### src/inc/dsw_pkg.sv
// shared constants and types for the two-stage watchdog
package dsw_pkg;
   localparam int unsigned CLK_HZ = 125_000_000;
   localparam int unsigned STAGE1_MS = 20;
   localparam int unsigned STAGE2_MS = 10;
   localparam int unsigned STAGE1_CYCLES = STAGE1_MS * (CLK_HZ / 1000);
   localparam int unsigned STAGE2_CYCLES = STAGE2_MS * (CLK_HZ / 1000);
   localparam int unsigned CNT_W = 22;
   localparam logic [7:0] OUTPUTS_RESET = 8'h00;
   // gray-coded along first stage, second stage, hold
   typedef enum logic [1:0] {
      DSW_STAGE1 = 2'b00,
      DSW_STAGE2 = 2'b01,
      DSW_HOLD = 2'b11,
      DSW_IDLE = 2'b10
   } dsw_state_type;
endpackage

### src/rtl/dsw_timer.sv
// loadable down counter that pulses once when it runs out
`timescale 1ns/10ps
module dsw_timer #(
   parameter int W = 22
) (
   input wire logic clk_sys_in,
   input wire logic reset_n_in,
   input wire logic load_in,
   input wire logic [W-1:0] load_value_in,
   input wire logic run_in,
   output logic expired_out
);
   logic [W-1:0] count_r;
   logic [W-1:0] count_nxt;
   logic expired_r;
   logic expired_nxt;

   always_comb begin
      count_nxt = count_r;
      expired_nxt = 1'b0;
      if (load_in) begin
         count_nxt = load_value_in;
      end else if (run_in && count_r != '0) begin
         count_nxt = count_r - 1'b1;
         expired_nxt = (count_r == {{(W-1){1'b0}}, 1'b1});
      end
   end

   always_ff @(posedge clk_sys_in or negedge reset_n_in) begin
      if (!reset_n_in) begin
         count_r <= '0;
         expired_r <= 1'b0;
      end else begin
         count_r <= count_nxt;
         expired_r <= expired_nxt;
      end
   end

   assign expired_out = expired_r;
endmodule

### src/rtl/dsw_watchdog.sv
// two-stage watchdog with interrupt, output clear and grant hold
//
// How it works
// - reset starts 20 ms first stage
// - first expiry pulses power-loss or load interrupt
// - first expiry clears outputs when enabled
// - then 10 ms stage; expiry asserts grant hold
// - grant hold stays until system reset
`timescale 1ns/10ps
module dsw_watchdog #(
   parameter int unsigned STAGE1_LEN = dsw_pkg::STAGE1_CYCLES,
   parameter int unsigned STAGE2_LEN = dsw_pkg::STAGE2_CYCLES
) (
   input wire logic clk_sys_in,
   input wire logic reset_n_in,
   input wire logic retrigger_in,
   input wire logic sel_load_irq_in,
   input wire logic clear_outputs_en_in,
   input wire logic grant_hold_en_in,
   input wire logic [7:0] outputs_wr_data_in,
   input wire logic outputs_wr_in,
   output logic power_loss_interrupt_out,
   output logic load_interrupt_out,
   output logic priority_grant_out,
   output logic [7:0] power_outputs_out,
   output dsw_pkg::dsw_state_type state_out
);
   import dsw_pkg::*;

   dsw_state_type state_r, state_nxt;
   logic [7:0] outs_r, outs_nxt;
   logic pwr_irq_r, pwr_irq_nxt, load_irq_r, load_irq_nxt;
   logic grant_r, grant_nxt;
   logic first_r, first_nxt;
   logic load_t, expired;
   logic [CNT_W-1:0] load_val;

   dsw_timer #(.W(CNT_W)) u_timer (
      .clk_sys_in(clk_sys_in),
      .reset_n_in(reset_n_in),
      .load_in(load_t),
      .load_value_in(load_val),
      .run_in(state_r == DSW_STAGE1 || state_r == DSW_STAGE2),
      .expired_out(expired)
   );

   always_comb begin
      state_nxt = state_r;
      outs_nxt = outs_r;
      pwr_irq_nxt = 1'b0;
      load_irq_nxt = 1'b0;
      grant_nxt = grant_r;
      first_nxt = 1'b0;
      load_t = first_r;
      load_val = CNT_W'(STAGE1_LEN);
      if (outputs_wr_in) begin
         outs_nxt = outputs_wr_data_in;
      end
      unique case (state_r)
         DSW_STAGE1: begin
            if (retrigger_in) begin
               load_t = 1'b1;
            end else if (expired) begin
               state_nxt = DSW_STAGE2;
               load_t = 1'b1;
               load_val = CNT_W'(STAGE2_LEN);
               pwr_irq_nxt = !sel_load_irq_in;
               load_irq_nxt = sel_load_irq_in;
               if (clear_outputs_en_in) begin
                  outs_nxt = OUTPUTS_RESET;
               end
            end
         end
         DSW_STAGE2: begin
            if (retrigger_in) begin
               state_nxt = DSW_STAGE1;
               load_t = 1'b1;
            end else if (expired) begin
               if (grant_hold_en_in) begin
                  state_nxt = DSW_HOLD;
                  grant_nxt = 1'b1;
               end else begin
                  state_nxt = DSW_IDLE;
               end
            end
         end
         DSW_HOLD: begin
            grant_nxt = 1'b1;
         end
         DSW_IDLE: begin
            if (retrigger_in) begin
               state_nxt = DSW_STAGE1;
               load_t = 1'b1;
            end
         end
      endcase
   end

   always_ff @(posedge clk_sys_in or negedge reset_n_in) begin
      if (!reset_n_in) begin
         state_r <= DSW_STAGE1;
         first_r <= 1'b1;
         outs_r <= OUTPUTS_RESET;
         pwr_irq_r <= 1'b0;
         load_irq_r <= 1'b0;
         grant_r <= 1'b0;
      end else begin
         state_r <= state_nxt;
         first_r <= first_nxt;
         outs_r <= outs_nxt;
         pwr_irq_r <= pwr_irq_nxt;
         load_irq_r <= load_irq_nxt;
         grant_r <= grant_nxt;
      end
   end

   assign power_loss_interrupt_out = pwr_irq_r;
   assign load_interrupt_out = load_irq_r;
   assign priority_grant_out = grant_r;
   assign power_outputs_out = outs_r;
   assign state_out = state_r;

   // cycles since the running stage was loaded; zero from the second cycle outside the two timed stages
   // checker only: lets the stage lengths be judged independently of the timer
   logic [CNT_W-1:0] age_r;
   logic [CNT_W-1:0] age_nxt;

   always_comb begin
      age_nxt = age_r;
      if (load_t || !(state_r == DSW_STAGE1 || state_r == DSW_STAGE2)) begin
         age_nxt = '0;
      end else if (age_r != '1) begin
         age_nxt = age_r + 1'b1;
      end
   end

   always_ff @(posedge clk_sys_in or negedge reset_n_in) begin
      if (!reset_n_in) begin
         age_r <= '0;
      end else begin
         age_r <= age_nxt;
      end
   end

   // first stage: neither shorter nor longer than its load
   stage1_len_a: assert property (@(posedge clk_sys_in) disable iff (!reset_n_in)
      (state_r == DSW_STAGE1 && age_r < CNT_W'(STAGE1_LEN - 1)) |=> state_r != DSW_STAGE2)
      else $error("first stage ended early");

   stage1_late_a: assert property (@(posedge clk_sys_in) disable iff (!reset_n_in)
      (state_r == DSW_STAGE1 && age_r == CNT_W'(STAGE1_LEN) && !retrigger_in)
      |=> state_r == DSW_STAGE2)
      else $error("first stage ran too long");

   // interrupt line choice and pulse shape
   irq_select_a: assert property (@(posedge clk_sys_in) disable iff (!reset_n_in)
      (state_r == DSW_STAGE1 && $past(state_r) == DSW_STAGE1 && state_nxt == DSW_STAGE2)
      |=> (power_loss_interrupt_out == !$past(sel_load_irq_in)
           && load_interrupt_out == $past(sel_load_irq_in)))
      else $error("wrong interrupt line on first expiry");

   irq_only_expiry_a: assert property (@(posedge clk_sys_in) disable iff (!reset_n_in)
      (power_loss_interrupt_out || load_interrupt_out) |-> state_r == DSW_STAGE2
      && $past(state_r) == DSW_STAGE1)
      else $error("interrupt without first expiry");

   irq_pulse_a: assert property (@(posedge clk_sys_in) disable iff (!reset_n_in)
      (power_loss_interrupt_out || load_interrupt_out)
      |=> !power_loss_interrupt_out && !load_interrupt_out)
      else $error("interrupt longer than one cycle");

   irq_one_line_a: assert property (@(posedge clk_sys_in) disable iff (!reset_n_in)
      !(power_loss_interrupt_out && load_interrupt_out))
      else $error("both interrupt lines raised");

   // output latch: writes land, expiry clears only when enabled
   outs_write_a: assert property (@(posedge clk_sys_in) disable iff (!reset_n_in)
      (outputs_wr_in
       && !(state_r == DSW_STAGE1 && state_nxt == DSW_STAGE2 && clear_outputs_en_in))
      |=> power_outputs_out == $past(outputs_wr_data_in))
      else $error("output write lost");

   outs_clear_a: assert property (@(posedge clk_sys_in) disable iff (!reset_n_in)
      (state_r == DSW_STAGE1 && state_nxt == DSW_STAGE2 && clear_outputs_en_in)
      |=> power_outputs_out == OUTPUTS_RESET)
      else $error("outputs not cleared");

   outs_keep_a: assert property (@(posedge clk_sys_in) disable iff (!reset_n_in)
      (state_r == DSW_STAGE1 && state_nxt == DSW_STAGE2 && !clear_outputs_en_in
       && !outputs_wr_in) |=> $stable(power_outputs_out))
      else $error("outputs changed without clear");

   // second stage length and its outcome
   stage2_len_a: assert property (@(posedge clk_sys_in) disable iff (!reset_n_in)
      (state_r == DSW_STAGE2 && age_r < CNT_W'(STAGE2_LEN - 1))
      |=> state_r != DSW_HOLD && state_r != DSW_IDLE)
      else $error("second stage ended early");

   stage2_late_a: assert property (@(posedge clk_sys_in) disable iff (!reset_n_in)
      (state_r == DSW_STAGE2 && age_r == CNT_W'(STAGE2_LEN) && !retrigger_in)
      |=> state_r == ($past(grant_hold_en_in) ? DSW_HOLD : DSW_IDLE))
      else $error("second stage ran too long");

   grant_cause_a: assert property (@(posedge clk_sys_in) disable iff (!reset_n_in)
      $rose(priority_grant_out) |-> $past(state_r) == DSW_STAGE2 && $past(grant_hold_en_in))
      else $error("grant asserted without second expiry");

   grant_idle_a: assert property (@(posedge clk_sys_in) disable iff (!reset_n_in)
      state_r == DSW_IDLE |-> !priority_grant_out)
      else $error("grant raised while hold disabled");

   // once held, only the system reset lets go
   grant_hold_a: assert property (@(posedge clk_sys_in) disable iff (!reset_n_in)
      priority_grant_out |=> priority_grant_out && state_r == DSW_HOLD)
      else $error("grant hold released");

   retrig_restart_a: assert property (@(posedge clk_sys_in) disable iff (!reset_n_in)
      (retrigger_in && state_r != DSW_HOLD) |=> state_r == DSW_STAGE1 ##1 state_r == DSW_STAGE1)
      else $error("retrigger did not restart first stage");
endmodule

### config.mk
export PLATFORM = sky130hd
export DESIGN_NAME = dsw_watchdog
export DESIGN_NICKNAME = d
export VERILOG_FILES = /design/src/inc/dsw_pkg.sv /design/src/rtl/dsw_timer.sv /design/src/rtl/dsw_watchdog.sv
export SDC_FILE = /design/constraint.sdc
export NUM_CORES = 1
export LEC_CHECK = 0
export ABC_AREA = 1
export BUFFER_PORTS_ARGS = -buffer_cell sky130_fd_sc_hd__buf_2
export CELL_PAD_IN_SITES_DETAIL_PLACEMENT = 1
export CELL_PAD_IN_SITES_GLOBAL_PLACEMENT = 1
export CORE_MARGIN = 1.5
export CORE_UTILIZATION = 38
export CTS_CLUSTER_SIZE = 8
export DETAILED_ROUTE_END_ITERATION = 12
export PLACE_DENSITY = 0.81
export RECOVER_POWER = 100
export SETUP_SLACK_MARGIN = 0.2
export SYNTH_ARGS = -nofsm -noshare
export SYNTH_HDL_FRONTEND = slang
export SYNTH_HIERARCHICAL = 1
export SYNTH_SLANG_ARGS = --single-unit
### constraint.sdc
create_clock -name clk_sys_in -period 3.3 [get_ports clk_sys_in]
set_clock_uncertainty 0.2 [all_clocks]
set_input_delay 0.66 -clock clk_sys_in [delete_from_list [all_inputs] [get_ports clk_sys_in]]
set_output_delay 0.66 -clock clk_sys_in [all_outputs]
set_load 0.005 [all_outputs]
# ---- Yosys cells after proc, flatten, opt, wreduce, memory -nomap -nowiden
# Index checks and enable logic that the tools add are counted.
dict set report word_totals {
  regBits 37
  in_bits 15
}
dict set report classes {
  addsub 1
  eq_ne 11
  n_mux 33
  n_reduce_logical 11
}
# cell count
set op_table {}
lappend op_table {{2-to-1 mux 22 bit} 5}
lappend op_table {{2-to-1 mux 8 bit} 5}
lappend op_table {{equality test 22 x 1 -> 1 bit (second input constant)} 1}
lappend op_table {{nonzero test 22 bit} 1}
lappend op_table {{subtractor 22 x 1 -> 22 bit (second input constant)} 1}
lappend op_table {{2-to-1 mux 1 bit} 15}
lappend op_table {{2-to-1 mux 2 bit} 5}
lappend op_table {{!= test 2 bit (second input constant)} 4}
lappend op_table {{one-hot mux 2 bit (3 select lines)} 1}
lappend op_table {{AND reduction 5 bit} 1}
lappend op_table {{equality test 2 bit (second input constant)} 2}
lappend op_table {{!= test 2 x 1 -> 1 bit (second input constant)} 2}
lappend op_table {{one-hot mux 1 bit (2 select lines)} 2}
lappend op_table {{AND reduction 4 bit} 1}
lappend op_table {{nonzero test 2 bit} 2}
lappend op_table {{!= test 3 x 2 -> 1 bit (second input constant)} 1}
lappend op_table {{nonzero test 3 bit} 1}
lappend op_table {{equality test 2 x 1 -> 1 bit (second input constant)} 1}
lappend op_table {{logical NOT 2 bit} 1}
lappend op_table {{OR reduction 2 bit} 1}
lappend op_table {{logical AND 1 bit} 1}
lappend op_table {{logical NOT 1 bit} 1}
lappend op_table {{logical OR 1 bit} 1}

# ---- Logic depth before layout (Yosys ltp)
dict set report logic_depth {
  word_depth 5
  ltp_mapped 11
  ltp_nobuf 10
}

# ---- By module
# The synthesis kept the hierarchy.
# mod instances cells_each area_per_inst_um2 seq_area_each_um2
set modules_own_cells {}
lappend modules_own_cells {dsw_timer 1 261 1721.7 575.6}
lappend modules_own_cells {dsw_watchdog 1 104 807.0 351.6}

# ---- Least setup slack after synthesis
# Ideal clock, no wire load.
dict set report synth_timing {
  path_kind {flip-flop to flip-flop}
  startpoint {reg state_r[0] (netlist: state_out[0])}
  endpoint {reg u_timer.count_r[6]}
  setup_ns 0.117
  t_arrival_ns 1.829
  setup_slack_ns 1.154
  path_stages_with_launch 12
  period_less_slack_ns 2.146
  path_cell_list {dfrtp_1 inv_1 ha_1 o21ai_0 a21o_1 buf_2 clkinv_1 clkbuf_1 nand2_1 nand2_1 nand2_1 nand2_1}
}
dict set report synth_via {
  elab_chain_cells 4
  elab_cells_between_ends 10
  cone_classes {eq/ne: 2; mux: 3; reduce/logical: 5}
}
# item line_no
set synth_lines {}
lappend synth_lines {{start: declaration} dsw_watchdog.sv:30} ;# dsw_state_type state_r, state_nxt;
lappend synth_lines {{start signal: assignment} dsw_watchdog.sv:108} ;# state_r <= state_nxt;
lappend synth_lines {{equality test 2 x 1 -> 1 bit or equality test 2 bit (tied branches)} dsw_watchdog.sv:59} ;# unique case (state_r)
lappend synth_lines {{OR reduction 2 bit (no line)} n/a}
lappend synth_lines {{one-hot mux 1 bit (2 select lines) (*)} dsw_watchdog.sv:59}
lappend synth_lines {{named net load_t} dsw_watchdog.sv:35} ;# logic load_t, expired;
lappend synth_lines {{2-to-1 mux 22 bit or nonzero test 2 bit (tied branches)} n/a}
lappend synth_lines {{end signal: assignment} dsw_timer.sv:34} ;# count_r <= count_nxt;
lappend synth_lines {{end: declaration} dsw_timer.sv:13} ;# logic [W-1:0] count_r;
# The timed path passes the listed nets; every way through them passes the cells marked *.
# A chain may end at the register's enable or synchronous reset.

# ---- Worst setup path after layout
dict set report layout_timing {
  startpoint {reg u_timer.count_r[0]}
  endpoint {reg u_timer.count_r[4]}
}
dict set report layout_via {
  elab_chain_cells 3
  elab_cells_between_ends 6
  cone_classes {add/sub: 1; mux: 2; reduce/logical: 3}
}
# item line_no
set layout_lines {}
lappend layout_lines {{subtractor 22 x 1 -> 22 bit or nonzero test 22 bit (tied branches)} {dsw_timer.sv:24, dsw_timer.sv:23}}
lappend layout_lines {{2-to-1 mux 22 bit or logical AND 1 bit (tied branches)} dsw_timer.sv:23} ;# end else if (run_in && count_r != '0) begin
lappend layout_lines {{2-to-1 mux 22 bit or nonzero test 2 bit (tied branches)} n/a}
# Several ways; a longest one is shown, not always the timed one. The select of a mux whose other input is x is not followed.

==> impl_metrics.env <==
export IMPL_status="finished with violations"
export IMPL_violations="max-capacitance violations, max-slew violations"
export IMPL_synth_common_cells="nand2_1, nand3_1, inv_1"
export IMPL_rsz0062_at_grt="false"
export IMPL_htreeDepth=2
export IMPL_slew_violations=38
export IMPL_dieWidth_um=84.6
export IMPL_seq_area_um2=927
export IMPL_placed_area_um2=2740
export IMPL_first_iter_violations=130
export IMPL_grt_ovfl_total=0
export IMPL_p_int_mw=0.909
export IMPL_synth_seq_cells=37
export IMPL_crit_fanout=22
export IMPL_worstPathCellList="inv_1 -> ha_1 -> nand2_4 -> nor2_4 -> nand3_2 -> nand2_1 -> nand2_2 -> nand2_1 -> o21ai_0"
export IMPL_post_cts_setup_buffers=0
export IMPL_dp_hpwl_um=4830
export IMPL_initial_utilization_pct=39.6
export IMPL_arrival_ns=2.71
export IMPL_hold_viol=0
export IMPL_syn_to_final_growth_pct=11.5
export IMPL_switching_share_pct=43.6
export IMPL_vias_per_cell=4.92
export IMPL_yosysMostFrequentCell="nand2_1"
export IMPL_ant_nets=0
export IMPL_cts_sinks=37
export IMPL_p_clk_share_pct=21.4
export IMPL_comb_power_share_pct=39.4
export IMPL_routabilityCongestion=0.847
export IMPL_endpoint_kind="flip-flop"
export IMPL_synth_area_leaders="dfrtp_1, nand2_1, nand3_1"
export IMPL_fin_setup_tns_ns=0
export IMPL_p_leak_nw=1.50
export IMPL_grt_usage_pct=19.5
export IMPL_power_frac_seq_pct=39.3
export IMPL_synthCells=365
export IMPL_placement_rows=29
export IMPL_antenna_cells=0
export IMPL_crit_cells=9
export IMPL_core_area_um2=6390
export IMPL_synth_area_per_cell_um2=6.93
export IMPL_yosysWarnings=6
export IMPL_syn_area_um2=2530
export IMPL_clockRootBuffer="clkbuf_8"
export IMPL_path_delay_family="simple AND/OR/NAND/NOR gates"
export IMPL_slowest_delay_ns=0.65
export IMPL_cts_buffer_depth=2
export IMPL_grt_pass1_wl_um=11100
export IMPL_required_ns=3.27
export IMPL_num_fill_cells=853
export IMPL_crit_buf_inv=1
export IMPL_synth_top_cell_area_share_pct=35.6
export IMPL_fin_crit_sh_pct=83.0
export IMPL_synth_async_sr_flop_share_pct=100
export IMPL_dieArea_um2=7150
export IMPL_fmax_ghz=0.365
export IMPL_slowest_stage="nand2_1"
export IMPL_cts_buffers=5
export IMPL_routed_wl_um=6520
export IMPL_postCtsResizedCells=0
export IMPL_drc=0
export IMPL_r2r_cells=9
export IMPL_ir_worst_vdd_uv=258
export IMPL_ys_types=31
export IMPL_cp_common_cell="nand2_1"
export IMPL_whs_path_depth=1
export IMPL_maxCapViolCount=1
export IMPL_stdcell_area_um2=2820
export IMPL_power_switching_mw=0.703
export IMPL_dr_pass1_iters=4
export IMPL_cts_tree="yes"
export IMPL_io_buffer_count=27
export IMPL_ios=28
export IMPL_grt_pass1_vias=2363
export IMPL_multi_input_area_um2=1380
export IMPL_antenna_found_initial=0
export IMPL_synthFlopType="dfrtp_1"
export IMPL_cts_hold_buf=0
export IMPL_wl_per_cell_um=13.6
export IMPL_fin_crit_ns=2.74
export IMPL_path_clk_slew_ns=0.08
export IMPL_grt_start_max_net_pins=38
export IMPL_setup_viol_count_final=0
export IMPL_insertion_delay_ns=0.30
export IMPL_max_slew_margin_pct=-38.1
export IMPL_powerDensity_nw_per_um2=571
export IMPL_critPathLaunchType="flip-flop"
export IMPL_drive_gt1_share_pct=15.4
export IMPL_final_core_util_pct=44.2
export IMPL_critical_path_class="reg -> reg"
export IMPL_dieHeight_um=84.6
export IMPL_yosysTopAreaCell="dfrtp_1"
export IMPL_synth_seq_area_share_pct=36.7
export IMPL_synth_enable_flop_cells=0
export IMPL_tightest_slew_ns=2.07
export IMPL_hold_path_class="reg -> reg"
export IMPL_layout_nets=424
export IMPL_num_vias=2356
[cells by family after synthesis]
group / share of synthesized area (%)
buffers and inverters: 9.40
AO/OA/AOI/OAI: 4.11
other: 0.297
XOR/XNOR: 3.81
AND/OR/NAND/NOR: 41.8
flip-flops: 36.7
adder cells (fa/ha/maj): 3.96
[path summary, 6_finish.rpt]
check	start	slack [ns]	end
max reg2reg	u_timer/count_r[0]$_DFFE_PN0P_	0.56	u_timer/count_r[4]$_DFFE_PN0P_
max	u_timer/count_r[0]$_DFFE_PN0P_	0.56	u_timer/count_r[4]$_DFFE_PN0P_
max in group asynchronous	reset_n_in	0.96	u_timer/count_r[18]$_DFFE_PN0P_
min	priority_grant_out$_DFFE_PN0P_	0.29	priority_grant_out$_DFFE_PN0P_
min in group asynchronous	reset_n_in	0.75	state_out[0]$_DFFE_PN0P_
min reg2reg	priority_grant_out$_DFFE_PN0P_	0.29	priority_grant_out$_DFFE_PN0P_
[per-stage QoR]
stage | worst slack, ns | hold slack (ns) | total power [mW] | instances
after floorplan | 1.15 | 0.164 | 1.14 | 374
after global placement | 0.977 | 0.263 | 1.26 | 471
after detailed placement | 0.884 | 0.287 | 1.29 | 471
after CTS | 0.856 | 0.301 | 1.65 | 479
after global routing | 0.336 | 0.304 | 1.75 | 479
final | 0.561 | 0.293 | 1.61 | 479
[state kept, by name, summed over array words and instances, names as in the netlist]
register	count
power_loss_interrupt_out	1
priority_grant_out	1
load_interrupt_out	1
u_timer/count_r	22
first_r	1
power_outputs_out	8
state_out	2
u_timer/expired_out	1
[power by group through the flow]
| stage | Combinational, mW | Sequential (mW) | Clock (mW) |
|---|---|---|---|
| floorplan | 0.525 | 0.612 | 0 |
| CTS | 0.656 | 0.633 | 0.356 |
| finish | 0.635 | 0.633 | 0.345 |
| global placement | 0.629 | 0.633 | 0 |
| detailed placement | 0.651 | 0.640 | 0 |
| global route | 0.724 | 0.649 | 0.372 |
[area by class of cell]
class / instances / area share (%)
well taps: 77 / 3.42
multi-input cells: 282 / 49.0
repair buffers: 29 / 5.19
clock buffers: 6 / 2.93
clock inverters: 2 / 0.488
inverters: 46 / 6.12
flip-flops and latches: 37 / 32.9
[placed cells by master, fill, tap and decap left out, types with 11 or more instances in the layout]
master,Yosys,final
buf_2,1,24
nand2_1,111,113
dfrtp_1,36,36
inv_1,44,44
conb_1,2,11
nor2_1,41,41
o21ai_0,9,12
nand2_2,15,14
nand3_1,50,50
[worst register-to-register path, stage by stage, from the launching register on]
cell	delay [ns]
dfrtp_1	0.42
inv_1	0.14
ha_1	0.31
nand2_4	0.11
nor2_4	0.16
nand3_2	0.09
nand2_1	0.65
nand2_2	0.31
nand2_1	0.14
o21ai_0	0.09
[metal layers]
layer	global-route usage, %	wire length (µm)	vias to the layer above
met2	33.2	3160	34
met5	0	0	-
met4	4.99	71	0
li1	-	-	1188
met1	25.8	3050	1129
met3	3.15	238	5
No activity file was read; power rests on OpenSTA's default activity.
